**src/hdl/digitizer_ctl_defines.vh**
```
// register map, field positions, reset values and timing counts for the
// video digitizer line control; included by the control module only
`ifndef DIGITIZER_CTL_DEFINES_VH
`define DIGITIZER_CTL_DEFINES_VH

// register indices; byte address is four times the index
`define IDX_PIX_PER_LINE_HI 6'h01
`define IDX_PIX_PER_LINE_LO 6'h02
`define IDX_PHASE           6'h03
`define IDX_SOG_CTRL        6'h04
`define IDX_CONFIG          6'h05
`define IDX_RED_GAIN        6'h06
`define IDX_GREEN_GAIN      6'h07
`define IDX_BLUE_GAIN       6'h08
`define IDX_RED_OFFSET      6'h09
`define IDX_GREEN_OFFSET    6'h0a
`define IDX_BLUE_OFFSET     6'h0b
`define IDX_OFFSET_LSB      6'h0c
`define IDX_START_HI        6'h14
`define IDX_START_LO        6'h15
`define IDX_CLAMP_WIDTH     6'h16
`define IDX_SERVO_CTRL      6'h17
`define IDX_OUT_CTRL        6'h18
`define IDX_STATUS          6'h1e

// field positions
`define CFG_HS_ACTIVE_LOW   0
`define CFG_DC_COUPLED      1
`define CFG_LUMA_CHROMA     2
`define CFG_CLAMP_IN_COAST  5
`define CFG_SRC_LO          6
`define SERVO_DISABLE       0
`define OUT_DECIMATE        4

// sync source codes
`define SRC_SEPARATE        2'h0
`define SRC_COMPOSITE       2'h1
`define SRC_SOG             2'h2

// reset values
`define RST_PIX_PER_LINE    12'h540
`define RST_GAIN            8'h55
`define RST_OFFSET          8'h80
`define RST_START           16'h0018
`define RST_CLAMP_WIDTH     8'h08
`define RST_DAC             10'h200

// raw adc code the servo drives the black level to; mid-scale and user offset limits for the digital adjust
`define BLACK_PEDESTAL      8'h10
`define MID_SCALE           8'h80
`define USER_OFS_MIN        8'h40
`define USER_OFS_MAX        8'hc0

// sync activity window
`define ACT_WINDOW_US       5000
`define CLK_PERIOD_NS       5
`define ACT_WINDOW_CYCLES   (`ACT_WINDOW_US * 1000 / `CLK_PERIOD_NS)

`endif

```
**src/hdl/video_digitizer_line_control.v**
```verilog
// digital control around a three-channel video digitizer: register file,
// line timing, restore clamp, black-level servo and output mapping
// assumes adc samples and dpll coast arrive on pclk (the pixel clock);
// sync pins are asynchronous and resynchronised here
//
// Implementation choice: the APB register port.
`timescale 1ns/100ps
`include "digitizer_ctl_defines.vh"

module video_digitizer_line_control #(
  parameter ACT_WINDOW = `ACT_WINDOW_CYCLES
) (
  input  wire        pclk,
  input  wire        presetn,
  input  wire        psel,
  input  wire        penable,
  input  wire        pwrite,
  input  wire [7:0]  paddr,
  input  wire [31:0] pwdata,
  output reg  [31:0] prdata,
  output reg         pready,
  output reg         pslverr,
  input  wire        hsync_in,
  input  wire        vsync_in,
  input  wire        sync_on_green_in,
  input  wire        dpll_coast,
  input  wire [7:0]  adc_red,
  input  wire [7:0]  adc_green,
  input  wire [7:0]  adc_blue,
  output reg  [7:0]  out_red,
  output reg  [7:0]  out_green,
  output reg  [7:0]  out_blue,
  output reg  [9:0]  dac_red,
  output reg  [9:0]  dac_green,
  output reg  [9:0]  dac_blue,
  output reg  [7:0]  gain_red,
  output reg  [7:0]  gain_green,
  output reg  [7:0]  gain_blue,
  output reg  [5:0]  phase_sel,
  output reg  [11:0] pix_per_line,
  output reg  [7:0]  sync_on_green_ctrl,
  output reg         dc_coupled,
  output reg         restore_clamp
);

  reg  [7:0]  cfg;
  reg  [7:0]  offset_r;
  reg  [7:0]  offset_g;
  reg  [7:0]  offset_b;
  reg  [7:0]  offset_lsb;
  reg  [15:0] clamp_start;
  reg  [7:0]  clamp_width;
  reg  [7:0]  servo_ctrl;
  reg  [7:0]  out_ctrl;
  reg  [2:0]  act_status;
  reg         all_nulled;
  wire [3:0]  status = {all_nulled, act_status};

  wire        setup = psel & ~penable;
  wire        wr_en = psel & penable & pready & pwrite & ~pslverr;
  wire [5:0]  idx   = paddr[7:2];
  reg         mapped;
  reg  [7:0]  rd_val;

  always @*
  begin
    mapped = 1'b1;
    rd_val = 8'h00;
    case (idx)
      `IDX_PIX_PER_LINE_HI: rd_val = {4'h0, pix_per_line[11:8]};
      `IDX_PIX_PER_LINE_LO: rd_val = pix_per_line[7:0];
      `IDX_PHASE:           rd_val = {2'h0, phase_sel};
      `IDX_SOG_CTRL:        rd_val = sync_on_green_ctrl;
      `IDX_CONFIG:          rd_val = cfg;
      `IDX_RED_GAIN:        rd_val = gain_red;
      `IDX_GREEN_GAIN:      rd_val = gain_green;
      `IDX_BLUE_GAIN:       rd_val = gain_blue;
      `IDX_RED_OFFSET:      rd_val = offset_r;
      `IDX_GREEN_OFFSET:    rd_val = offset_g;
      `IDX_BLUE_OFFSET:     rd_val = offset_b;
      `IDX_OFFSET_LSB:      rd_val = offset_lsb;
      `IDX_START_HI:        rd_val = clamp_start[15:8];
      `IDX_START_LO:        rd_val = clamp_start[7:0];
      `IDX_CLAMP_WIDTH:     rd_val = clamp_width;
      `IDX_SERVO_CTRL:      rd_val = servo_ctrl;
      `IDX_OUT_CTRL:        rd_val = out_ctrl;
      `IDX_STATUS:          rd_val = {4'h0, status};
      default:              mapped = 1'b0;
    endcase
  end

  // one wait-free access: pready rises the cycle after setup
  always @(posedge pclk or negedge presetn)
  begin
    if (!presetn)
    begin
      pready  <= 1'b0;
      pslverr <= 1'b0;
      prdata  <= 32'h00000000;
    end
    else
    begin
      pready  <= setup;
      pslverr <= setup & ~mapped;
      if (setup)
        prdata <= {24'h000000, rd_val};
    end
  end

  always @(posedge pclk or negedge presetn)
  begin
    if (!presetn)
    begin
      pix_per_line       <= `RST_PIX_PER_LINE;
      phase_sel          <= 6'h00;
      sync_on_green_ctrl <= 8'h00;
      cfg                <= 8'h00;
      gain_red           <= `RST_GAIN;
      gain_green         <= `RST_GAIN;
      gain_blue          <= `RST_GAIN;
      offset_r           <= `RST_OFFSET;
      offset_g           <= `RST_OFFSET;
      offset_b           <= `RST_OFFSET;
      offset_lsb         <= 8'h00;
      clamp_start        <= `RST_START;
      clamp_width        <= `RST_CLAMP_WIDTH;
      servo_ctrl         <= 8'h00;
      out_ctrl           <= 8'h00;
    end
    else if (wr_en)
    begin
      case (idx)
        // all registers except status are programmed
        `IDX_PIX_PER_LINE_HI: pix_per_line[11:8] <= pwdata[3:0];
        `IDX_PIX_PER_LINE_LO: pix_per_line[7:0] <= pwdata[7:0];
        `IDX_PHASE:           phase_sel <= pwdata[5:0];
        `IDX_SOG_CTRL:        sync_on_green_ctrl <= pwdata[7:0];
        `IDX_CONFIG:          cfg <= pwdata[7:0];
        `IDX_RED_GAIN:        gain_red <= pwdata[7:0];
        `IDX_GREEN_GAIN:      gain_green <= pwdata[7:0];
        `IDX_BLUE_GAIN:       gain_blue <= pwdata[7:0];
        `IDX_RED_OFFSET:      offset_r <= pwdata[7:0];
        `IDX_GREEN_OFFSET:    offset_g <= pwdata[7:0];
        `IDX_BLUE_OFFSET:     offset_b <= pwdata[7:0];
        `IDX_OFFSET_LSB:      offset_lsb <= pwdata[7:0];
        `IDX_START_HI:        clamp_start[15:8] <= pwdata[7:0];
        `IDX_START_LO:        clamp_start[7:0] <= pwdata[7:0];
        `IDX_CLAMP_WIDTH:     clamp_width <= pwdata[7:0];
        `IDX_SERVO_CTRL:      servo_ctrl <= pwdata[7:0];
        `IDX_OUT_CTRL:        out_ctrl <= pwdata[7:0];
        default:              cfg <= cfg;
      endcase
    end
  end

  // two-flop resynchronisers for the sync pins
  reg [2:0] sync_meta;
  reg [2:0] sync_s;

  // source select; composite and separate both use the hsync pin
  wire [1:0] src     = cfg[`CFG_SRC_LO+1:`CFG_SRC_LO];
  wire       src_raw = (src == `SRC_SOG) ? sync_s[2] : sync_s[0];
  wire       line_sync = src_raw ^ cfg[`CFG_HS_ACTIVE_LOW];
  reg        line_sync_d;
  reg  [2:0] sync_d;
  wire       line_end = line_sync_d & ~line_sync;

  // edge activity per window, refreshed each window
  reg [31:0] act_cnt;
  reg [2:0]  act_seen;
  always @(posedge pclk or negedge presetn)
  begin
    if (!presetn)
    begin
      sync_meta   <= 3'h0;
      sync_s      <= 3'h0;
      line_sync_d <= 1'b0;
      sync_d      <= 3'h0;
      act_cnt     <= 32'h00000000;
      act_seen    <= 3'h0;
      act_status  <= 3'h0;
    end
    else
    begin
      // only sync_s is read; sync_meta may be metastable
      sync_meta   <= {sync_on_green_in, vsync_in, hsync_in};
      sync_s      <= sync_meta;
      line_sync_d <= line_sync;
      sync_d      <= sync_s;
      if (act_cnt >= ACT_WINDOW - 1)
      begin
        act_cnt     <= 32'h00000000;
        act_status  <= act_seen | (sync_s ^ sync_d);
        act_seen    <= 3'h0;
      end
      else
      begin
        act_cnt  <= act_cnt + 32'h00000001;
        act_seen <= act_seen | (sync_s ^ sync_d);
      end
    end
  end

  // pixel count from trailing edge, saturating
  reg  [15:0] pix_cnt;
  reg         line_ok;
  wire        coast_block = dpll_coast & ~cfg[`CFG_CLAMP_IN_COAST];
  wire [16:0] clamp_end = {1'b0, clamp_start} + {9'h000, clamp_width};
  always @(posedge pclk or negedge presetn)
  begin
    if (!presetn)
    begin
      pix_cnt       <= 16'h0000;
      line_ok       <= 1'b0;
      restore_clamp <= 1'b0;
      dc_coupled    <= 1'b0;
    end
    else
    begin
      // coupling follows the config bit, AC at reset
      dc_coupled <= cfg[`CFG_DC_COUPLED];
      if (line_end)
      begin
        pix_cnt <= 16'h0000;
        // a coasting line gets no clamp or servo pass unless clamp-in-coast is set
        line_ok <= ~coast_block;
      end
      else if (pix_cnt != 16'hffff)
        pix_cnt <= pix_cnt + 16'h0001;
      restore_clamp <= ~line_end & line_ok & ~coast_block
                       & ~cfg[`CFG_DC_COUPLED]
                       & ({1'b0, pix_cnt} >= {1'b0, clamp_start})
                       & ({1'b0, pix_cnt} < clamp_end);
    end
  end

  // sample window shares the start count; 8 << sel pixels
  wire [1:0]  pix_sel  = servo_ctrl[3:2];
  wire [2:0]  line_sel = servo_ctrl[6:4];
  wire [16:0] samp_end = {1'b0, clamp_start} + ({9'h000, 8'h08} << pix_sel);
  wire        sampling = line_ok & ~line_end
                         & ({1'b0, pix_cnt} >= {1'b0, clamp_start})
                         & ({1'b0, pix_cnt} < samp_end);
  wire        samp_last = sampling & ({1'b0, pix_cnt} == samp_end - 17'h1);
  wire        servo_on = ~servo_ctrl[`SERVO_DISABLE];
  reg  [7:0]  line_cnt;
  wire        group_done = samp_last
                           & (line_cnt == (8'h01 << line_sel) - 8'h01);

  wire [23:0] adc_all = {adc_blue, adc_green, adc_red};
  wire [23:0] ofs_all = {offset_b, offset_g, offset_r};
  wire [29:0] servo_dac;
  wire [2:0]  nulled;

  genvar ch;
  generate
    for (ch = 0; ch < 3; ch = ch + 1)
    begin : chan
      reg  [13:0] pix_sum;
      reg  [14:0] line_sum;
      reg  [9:0]  dac;
      reg         hold;
      wire [13:0] pix_next = pix_sum + {6'h00, adc_all[ch*8+7:ch*8]};
      // shift count widened: a 2-bit sum would wrap for sel 1..3
      wire [13:0] pix_shr  = pix_next >> ({1'b0, pix_sel} + 3'h3);
      wire [7:0]  pix_avg  = pix_shr[7:0];
      wire [14:0] line_tot = line_sum + {7'h00, pix_avg};
      wire [14:0] line_shr = line_tot >> line_sel;
      wire [7:0]  line_avg = line_shr[7:0];
      assign servo_dac[ch*10+9:ch*10] = dac;
      assign nulled[ch] = hold;
      always @(posedge pclk or negedge presetn)
      begin
        if (!presetn)
        begin
          pix_sum  <= 14'h0000;
          line_sum <= 15'h0000;
          dac      <= `RST_DAC;
          hold     <= 1'b0;
        end
        else if (!servo_on)
        begin
          pix_sum  <= 14'h0000;
          line_sum <= 15'h0000;
        end
        else if (sampling)
        begin
          // sum pixels, then lines, then compare
          pix_sum <= samp_last ? 14'h0000 : pix_next;
          if (samp_last)
            line_sum <= group_done ? 15'h0000 : line_tot;
          if (group_done)
          begin
            // one quarter-LSB step per group, none when nulled
            hold <= (line_avg == `BLACK_PEDESTAL);
            if (line_avg > `BLACK_PEDESTAL && dac != 10'h000)
              dac <= dac - 10'h001;
            else if (line_avg < `BLACK_PEDESTAL && dac != 10'h3ff)
              dac <= dac + 10'h001;
          end
        end
      end
    end
  endgenerate

  // manual dac values when the servo is off
  always @(posedge pclk or negedge presetn)
  begin
    if (!presetn)
    begin
      dac_red    <= `RST_DAC;
      dac_green  <= `RST_DAC;
      dac_blue   <= `RST_DAC;
      all_nulled <= 1'b0;
      line_cnt   <= 8'h00;
    end
    else if (servo_on)
    begin
      dac_red    <= servo_dac[9:0];
      dac_green  <= servo_dac[19:10];
      dac_blue   <= servo_dac[29:20];
      all_nulled <= &nulled;
      if (samp_last)
        line_cnt <= group_done ? 8'h00 : line_cnt + 8'h01;
    end
    else
    begin
      dac_red    <= {offset_r, offset_lsb[7:6]};
      dac_green  <= {offset_g, offset_lsb[5:4]};
      dac_blue   <= {offset_b, offset_lsb[3:2]};
      all_nulled <= 1'b0;
      line_cnt   <= 8'h00;
    end
  end

  // digital black adjust: pedestal removed, user
  // offset limited to +-64, chroma lifted to mid-scale
  function [7:0] adjust;
    input [7:0] raw;
    input [7:0] user;
    input       chroma;
    reg   [7:0] lim;
    reg   [10:0] sum;
    begin
      lim = (user < `USER_OFS_MIN) ? `USER_OFS_MIN :
            (user > `USER_OFS_MAX) ? `USER_OFS_MAX : user;
      sum = {3'h0, raw} - {3'h0, `BLACK_PEDESTAL} + {3'h0, lim}
            - {3'h0, `MID_SCALE} + (chroma ? {3'h0, `MID_SCALE} : 11'h000);
      if (sum[10])
        adjust = 8'h00;
      else if (sum[9:8] != 2'h0)
        adjust = 8'hff;
      else
        adjust = sum[7:0];
    end
  endfunction

  wire       chroma_mode = cfg[`CFG_LUMA_CHROMA];
  wire       decimate    = chroma_mode & out_ctrl[`OUT_DECIMATE];
  wire       adj_en      = servo_on;
  wire [7:0] adj_r = adj_en ? adjust(adc_red, offset_r, chroma_mode) : adc_red;
  wire [7:0] adj_g = adj_en ? adjust(adc_green, offset_g, 1'b0) : adc_green;
  wire [7:0] adj_b = adj_en ? adjust(adc_blue, offset_b, chroma_mode)
                            : adc_blue;
  reg        pick_v;

  always @(posedge pclk or negedge presetn)
  begin
    if (!presetn)
    begin
      out_red   <= 8'h00;
      out_green <= 8'h00;
      out_blue  <= 8'h00;
      pick_v    <= 1'b0;
    end
    else
    begin
      // luma stays on green in every mode
      out_green <= adj_g;
      pick_v    <= line_end ? 1'b0 : ~pick_v;
      if (decimate)
      begin
        // U on even pixels, V on odd, blue driven low
        out_red  <= pick_v ? adj_r : adj_b;
        out_blue <= 8'h00;
      end
      else
      begin
        out_red  <= adj_r;
        out_blue <= adj_b;
      end
    end
  end

endmodule // video_digitizer_line_control

```
**config.mk**
```make
export PLATFORM = sky130hd
export DESIGN_NAME = video_digitizer_line_control
export DESIGN_NICKNAME = d
export VERILOG_FILES = /design/src/hdl/video_digitizer_line_control.v
export VERILOG_INCLUDE_DIRS = /design/src /design/src/hdl
export SDC_FILE = /design/constraint.sdc
export NUM_CORES = 1
export LEC_CHECK = 0
export BUFFER_PORTS_ARGS = -buffer_cell sky130_fd_sc_hd__buf_2
export CORE_ASPECT_RATIO = 1.25
export CORE_MARGIN = 1.5
export CORE_UTILIZATION = 35
export CTS_CLUSTER_SIZE = 28
export DETAILED_ROUTE_END_ITERATION = 16
export HOLD_SLACK_MARGIN = 0.1
export PLACE_DENSITY = 0.51
export SETUP_SLACK_MARGIN = 0.3
export SLEW_MARGIN = 15
export SYNTH_ARGS = -nofsm -noshare
export SYNTH_HDL_FRONTEND = slang
export SYNTH_SLANG_ARGS = --single-unit
```
**constraint.sdc**
```tcl
create_clock -name pclk -period 11.9 [get_ports pclk]
set_input_delay 0.595 -clock pclk [delete_from_list [all_inputs] [get_ports pclk]]
set_output_delay 0.595 -clock pclk [all_outputs]
set_load 0.005 [all_outputs]
```
==> results of run 1 <==
[cells in the final DEF (no fill, tap or decap), types with 32 or more instances in the layout]
cell type | netlist | routed
a21o_1 | 55 | 55
a21oi_1 | 170 | 168
a22o_1 | 66 | 66
and2_1 | 33 | 33
buf_2 | 9 | 161
clkbuf_16 | 0 | 45
conb_1 | 1 | 36
dfrtp_1 | 364 | 362
ha_1 | 198 | 198
inv_1 | 109 | 109
mux2_2 | 183 | 183
mux2i_1 | 32 | 32
nand2_1 | 163 | 163
nand3_1 | 73 | 73
nand4_1 | 35 | 35
nor2_1 | 185 | 184
nor3_1 | 34 | 33
o21ai_0 | 112 | 112
xnor2_1 | 116 | 116
xor2_1 | 71 | 71
[registers in the layout, indices dropped and copies added (netlist names), 10 cells and up]
name	count
chan.line_sum	45
chan.pix_sum	42
act_cnt	32
chan.dac	30
clamp_start	16
pix_cnt	16
pix_per_line	12
dac_blue	10
dac_green	10
dac_red	10
[through the flow]
step	cells	hold WS, ns	utilization, %	power, mW
3_5_place_dp	3713	0.335	37.9	4.03
4_1_cts	3801	0.265	40.1	5.58
3_3_place_gp	3713	0.335	37.9	3.98
2_1_floorplan	2690	0.299	-	3.43
5_1_grt	3801	0.293	40.1	5.94
6_report	3801	0.310	40.1	5.52
[cells by family after synthesis]
group	after synthesis	synth area share, %
AO/OA/AOI/OAI	693	18.0
other	1	0.0142
adder cells (fa/ha/maj)	216	10.7
flip-flops	391	37.1
XOR/XNOR	192	6.59
multiplexers	240	11.1
AND/OR/NAND/NOR	674	12.6
buffers and inverters	248	3.96
[final cells by class]
class	count	area (µm²)	share of cell area [%]
multi-input cells	2051	15800	52.8
flip-flops and latches	391	9820	32.8
clock buffers	62	1280	4.28
well taps	969	1210	4.05
repair buffers	195	1090	3.64
inverters	111	417	1.39
clock inverters	22	318	1.06
[worst max-delay path: cells and delay by family (launching register included)]
kind	cells	cell delay [ns]
AOI/OAI and AO/OA	21	4.96
xor gates and xnor gates	3	0.59
adders and majority gates	4	1.33
buffers and inverters	1	0.32
DFF	1	0.38
muxes	1	0.51
and+or+nand+nor	3	0.62
[power groups by stage]
stage / sequential [mW] / clock [mW] / combinational (mW)
6_report: 1.60 / 1.50 / 2.42
5_1_grt: 1.62 / 1.60 / 2.72
2_1_floorplan: 1.58 / 0 / 1.84
3_3_place_gp: 1.62 / 0 / 2.36
3_5_place_dp: 1.63 / 0 / 2.41
4_1_cts: 1.60 / 1.54 / 2.43
[final timing paths]
path	to	start	slack, ns	cells after the start
min	out_blue[0]$_DFF_PN0_	adc_blue[0]	0.31	3
max reg2reg	chan[0].dac[9]$_DFFE_PN1P_	chan[0].pix_sum[0]$_DFFE_PN0P_	3.17	33
max	chan[0].dac[9]$_DFFE_PN1P_	chan[0].pix_sum[0]$_DFFE_PN0P_	3.17	33
max in group asynchronous	chan[0].pix_sum[0]$_DFFE_PN0P_	presetn	9.69	3
min reg2reg	sync_s[0]$_DFF_PN0_	sync_meta[0]$_DFF_PN0_	0.35	0
min in group asynchronous	phase_sel[1]$_DFFE_PN0P_	presetn	0.60	2
[routing by layer]
layer  routed length (µm)  vias up  global-route usage [%]  share of wire, %
li1                     -    10010                       -                 -
met1                34600    10786                    26.3                42
met2                41200      570                    37.8                49
met3                 3500      147                    2.72               4.2
met4                 4000        0                    10.2               4.8
met5                    0        -                       0                 0
[repair_timing]
| action | CTS | global route |
|---|---|---|
| buffers inserted | 0 | 0 |
| endpoints found under the hold margin | 95 | 0 |
| hold buffers | 4 | 0 |
==> flow_summary_export.csv, run 1 <==
group,metric,value,unit
sta,setup_tns,0,ns
finish,num_antenna_cells,0,
floorplan,die_w,249,µm
worst_setup_path,crit_slowest_cell,"mux4_2",
clocking,cts_tree,"built",
power,comb_power_share,43.8,%
power,seq_power_share,29.0,%
global_routing,grt_max_degree,138,
place,portBuffers,162,
finish,final_nets,3084,
clocking,numCtsBuffers,45,
yosys,syn_area,26500,µm²
floorplan,chipHeight,310,µm
drt,drtIter0Drc,1551,
yosys,yosysSeqAreaShare,37.1,%
power,p_sw,2.11,mW
yosys,syn_inst,2655,
drt,dr.pass1.iters,7,
power,ir_drop,0.000140,V
finish,drive_gt1_share,19.1,%
status,status,"complete, no violations",
sta,fin_crit_sh,73.4,%
drt,dr_total_vias,21513,
drt,finalWirelength,83300,µm
sta,fmax,115,MHz
power,p_leak,13.8,nW
sta,tightest_slew,1.11,ns
sta,setup_viol_count_final,0,
global_routing,grt_overflow_total,0,
floorplan,ioPinCount,213,
clocking,clk_path_buf_depth,3,
floorplan,dieArea,77300,µm²
finish,final_area,29900,µm²
clocking,cts.sinks,391,
worst_setup_path,crit_path_frequent_cell,"a21oi_1",
global_routing,grt_antenna_before_repair,0,
power,swShare,38.2,%
global_routing,grt_usage,21.5,%
sta,rsz0062_at_grt,"false",
worst_setup_path,end_kind,"flip-flop",
drt,drc,0,
finish,area_growth_syn_to_layout,13.1,%
drt,ant_nets,0,
yosys,synth_ff_type,"dfrtp_1",
yosys,synth_seq_cells,391,
clocking,htreeDepth,2,
yosys,synth.distinct_cells,90,
yosys,ys_warn_count,0,
yosys,syn_area_per_cell,9.97,µm²
yosys,yosys-top-cells-area,"dfrtp_1 (34%), ha_1 (9.4%), mux2_2 (7.8%), xnor2_1 (3.8%), a21oi_1 (3.2%)",
finish,fillers,7332,
place,pre_cts_ws,2.77,ns
sta,period_minus_slack,8.73,ns
clocking,path_clk_slew,0.07,ns
clocking,clk_latency,0.63,ns
sta,fin_skew,0.0371,ns
floorplan,coreArea,74700,µm²
global_routing,grt_pass1_wl,129000,µm
place,place_area,28300,µm²
sta,fin_ws,3.17,ns
global_routing,grt_pass1_vias,21894,
worst_setup_path,critPathArrivalTime,9.29,ns
yosys,synthTopCellsByCount,"dfrtp_1 (364), ha_1 (198), nor2_1 (185), mux2_2 (183), a21oi_1 (170)",
hold_path,hp-class,"input port to flip-flop",
sta,maxSlewHeadroom,25.8,%
worst_setup_path,startpoint_type,"flip-flop",
worst_setup_path,slowest_delay,0.51,ns
clocking,cts-resized-gates,0,
place,gp_congestion,0.935,
power,intPower,3.41,mW
drt,routed_via_density,5.66,
worst_setup_path,crit_type,"flip-flop to flip-flop",
sta,final-hold-violation-count,0,
drt,wire_per_inst,21.9,µm
place,dpl.hpwl,61500,µm
floorplan,initial_core_util,35.4,%
yosys,synth_edf_count,0,
worst_setup_path,cp.required,12.46,ns
power,clockPowerShare,27.2,%
yosys,async_flop_share,100,%
clocking,cts_root_buf,"clkbuf_16",
sta,slew_viol_final,0,
power,powerDensity,185,nW/µm²
job,cap_violations,0,
worst_setup_path,critPathMaxFanout,8,
yosys,synth_most_common_cell,"dfrtp_1",
floorplan,rows,112,
yosys,yosys.area.top_type_share,34.4,%
yosys,synth_top_area_cell,"dfrtp_1",
No activity file was read; power rests on OpenSTA's default activity.
==> inputs of run 2 (changes only) <==
- ABC_AREA: unset -> 1
- clock period: 11.9 -> 8.45 ns (I/O delays scaled with it)
==> run 2 against run 1 <==
  * Worst setup slack worse by 1.8 ns
  * Sequential power increased by 57%
  * Sequential share of layout area shrank 0.98 points
  * Wire length grew 9.1%
  * Maximum frequency increased by 24%
  * Via count up 18%
  * Critical endpoint is now chan[2].dac[9]$_DFFE_PN1P_
  * Largest power group unchanged
  * Highest routed layer unchanged
==> flow_summary_export.csv, run 2 <==
group,metric,value,unit
status,status,"complete, no violations",
clocking,clk_path_buf_depth,3,
drt,wl_met3,4140,µm
global_routing,grt_overflow_total,0,
clocking,cts.sinks,391,
drt,drtIter0Drc,1674,
finish,layout_commonest_cell,"nand2_1",
power,powerDensity,366,nW/µm²
finish,reg_top3,"chan.line_sum: 45 flops, chan.pix_sum: 42 flops, act_cnt: 32 flops",
yosys,synth_top_area_cell,"dfrtp_1",
sta,setup_tns,0,ns
yosys,synth_most_common_cell,"nand2_1",
yosys,syn_area_per_cell,7.24,µm²
sta,rsz0062_at_grt,"false",
drt,drc,0,
yosys,ys_warn_count,0,
power,ir_drop,0.000229,V
floorplan,dieArea,79700,µm²
finish,final_cell_mix,"nand2_1 (1,017), inv_1 (463), dfrtp_1 (363)",
place,dpl.hpwl,69000,µm
drt,wl_met2,43000,µm
finish,utilization,39.9,%
finish,largest_reg_flops,45,
floorplan,die_w,253,µm
finish,num_antenna_cells,0,
clocking,cts-resized-gates,0,
clocking,holdBufCountCts,6,
worst_setup_path,slowest_delay,0.43,ns
yosys,synth.distinct_cells,58,
worst_setup_path,startpoint_type,"flip-flop",
worst_setup_path,end_kind,"flip-flop",
worst_setup_path,cp.required,8.99,ns
drt,drt-met1-wl,41400,µm
finish,multiInputGateArea,15300,µm²
finish,register_area,9820,µm²
yosys,synthTopCellsByCount,"nand2_1 (1,017), inv_1 (463), dfrtp_1 (364), nand3_1 (355), o21ai_0 (315)",
worst_setup_path,crit_slowest_cell,"o21ai_0",
global_routing,grt_pass1_vias,24059,
yosys,synth_seq_cells,391,
drt,routed_via_density,5.06,
global_routing,grt_max_degree,159,
job,cap_violations,0,
finish,final-instance-count-excl-fill,5013,
drt,wire_per_inst,18.1,µm
clocking,path_clk_slew,0.06,ns
place,portBuffers,162,
power,p_leak,15.6,nW
finish,drive_gt1_share,9.10,%
yosys,async_flop_share,100,%
yosys,syn_inst,3770,
finish,final_nets,4220,
place,dp.cells,4921,
finish,fillers,8191,
place,gp_congestion,0.936,
drt,ant_nets,0,
worst_setup_path,crit_type,"flip-flop to flip-flop",
clocking,htreeDepth,2,
yosys,yosysSeqAreaShare,36.0,%
clocking,cts_tree,"built",
worst_setup_path,critPathMaxFanout,8,
sta,fmax,142,MHz
sta,fin_skew,0.0349,ns
global_routing,grt_pass1_wl,141000,µm
worst_setup_path,critPathArrivalTime,7.59,ns
sta,slew_viol_final,0,
yosys,synth_edf_count,0,
yosys,syn_area,27300,µm²
drt,dr.pass1.iters,5,
clocking,clk_latency,0.62,ns
sta,fin_crit_sh,83.4,%
yosys,yosys-top-cells-area,"dfrtp_1 (33%), nand2_1 (14%), ha_1 (9.1%), nand3_1 (6.5%), inv_1 (6.4%)",
floorplan,rows,114,
sta,maxSlewHeadroom,29.9,%
floorplan,initial_core_util,35.3,%
yosys,synth_ff_type,"dfrtp_1",
global_routing,grt_usage,22.7,%
clocking,numCtsBuffers,46,
finish,area_growth_syn_to_layout,13.0,%
sta,tightest_slew,1.04,ns
drt,finalWirelength,90900,µm
drt,dr_total_vias,25387,
yosys,yosys.area.top_type_share,33.4,%
global_routing,grt_antenna_before_repair,0,
floorplan,coreArea,77300,µm²
sta,final-hold-violation-count,0,
clocking,cts_root_buf,"clkbuf_16",
drt,dr.max_layer_used,"met4",
finish,regMostFlops,"chan.line_sum",
floorplan,ioPinCount,213,
hold_path,hp-class,"input port to flip-flop",
sta,setup_viol_count_final,0,
floorplan,chipHeight,315,µm
sta,period_minus_slack,7.05,ns
power,total_power,11.3,mW
clocking,post_cts_buffers,0,
-- run 2: changes by cell type after synthesis, moves of 65 or more --
cell,delta
xnor2_1,-91
mux2_2,-183
a22o_1,-65
nor2_1,+92
nand2_1,+854
inv_1,+354
nand3_1,+282
o21ai_0,+203
-- run 2: metrics by stage --
stage | worst slack [ns] | cell area, µm² | hold slack, ns
2_1_floorplan | 2.58 | 27400 | 0.127
3_3_place_gp | 1.25 | 29200 | 0.351
3_5_place_dp | 1.23 | 29200 | 0.349
4_1_cts | 1.43 | 30800 | 0.102
5_1_grt | 0.401 | 30800 | 0.139
6_report | 1.40 | 30800 | 0.116
-- run 2: worst paths after layout --
| path | depth (start not counted) | start | endpoint | slack, ns |
|---|---|---|---|---|
| worst max-delay path | 40 | chan[2].pix_sum[6]$_DFFE_PN0P_ | chan[2].dac[9]$_DFFE_PN1P_ | 1.40 |
| worst min-delay path | 4 | dpll_coast | restore_clamp$_DFF_PN0_ | 0.12 |
| worst max register to register | 40 | chan[2].pix_sum[6]$_DFFE_PN0P_ | chan[2].dac[9]$_DFFE_PN1P_ | 1.40 |
| worst min register to register | 0 | sync_meta[2]$_DFF_PN0_ | sync_s[2]$_DFF_PN0_ | 0.36 |
| max in group asynchronous | 3 | presetn | out_green[2]$_DFF_PN0_ | 6.78 |
| min in group asynchronous | 2 | presetn | pix_cnt[15]$_DFFE_PN0P_ | 0.35 |
-- run 2: cell type report --
class / count / area share (%)
well taps: 1044 / 4.23
repair buffers: 197 / 3.60
inverters: 474 / 5.77
flip-flops and latches: 391 / 31.8
clock inverters: 12 / 0.726
clock buffers: 74 / 4.36
multi-input cells: 2821 / 49.5
-- run 2: power by group --
group | switching [mW] | internal, mW
Combinational | 4.32 | 2.35
Clock | 0.870 | 1.22
Sequential | 0.306 | 2.22
Total | 5.50 | 5.79
-- run 2: cells by family (layout without fill, tap and decap cells) --
| family | after synthesis | after routing | share of synthesized area [%] |
|---|---|---|---|
| compound gates | 641 | 641 | 13.4 |
| xor+xnor | 97 | 97 | 3.11 |
| fa+ha+maj | 216 | 216 | 10.4 |
| buf+inv | 593 | 757 | 8.62 |
| flops | 391 | 391 | 36.0 |
| mux | 2 | 2 | 0.0733 |
| other cells | 1 | 36 | 0.0137 |
| simple gates | 1829 | 1829 | 28.5 |
-- run 2: layer usage --
metal,vias to the layer above,GRT usage [%]
met4,0,6.38
met5,-,0
met2,635,38.1
li1,12718,-
met1,11912,30.7
met3,122,2.56
-- run 2: worst max-delay path: cells and delay by family, from the launching register on --
family	cells	cell delay, ns
and+or+nand+nor	21	2.52
AOI/OAI and AO/OA	10	2.13
adders and majority gates	3	1.11
buffers and inverters	4	0.43
DFF	1	0.38
xor gates and xnor gates	1	0.26
muxes	1	0.15
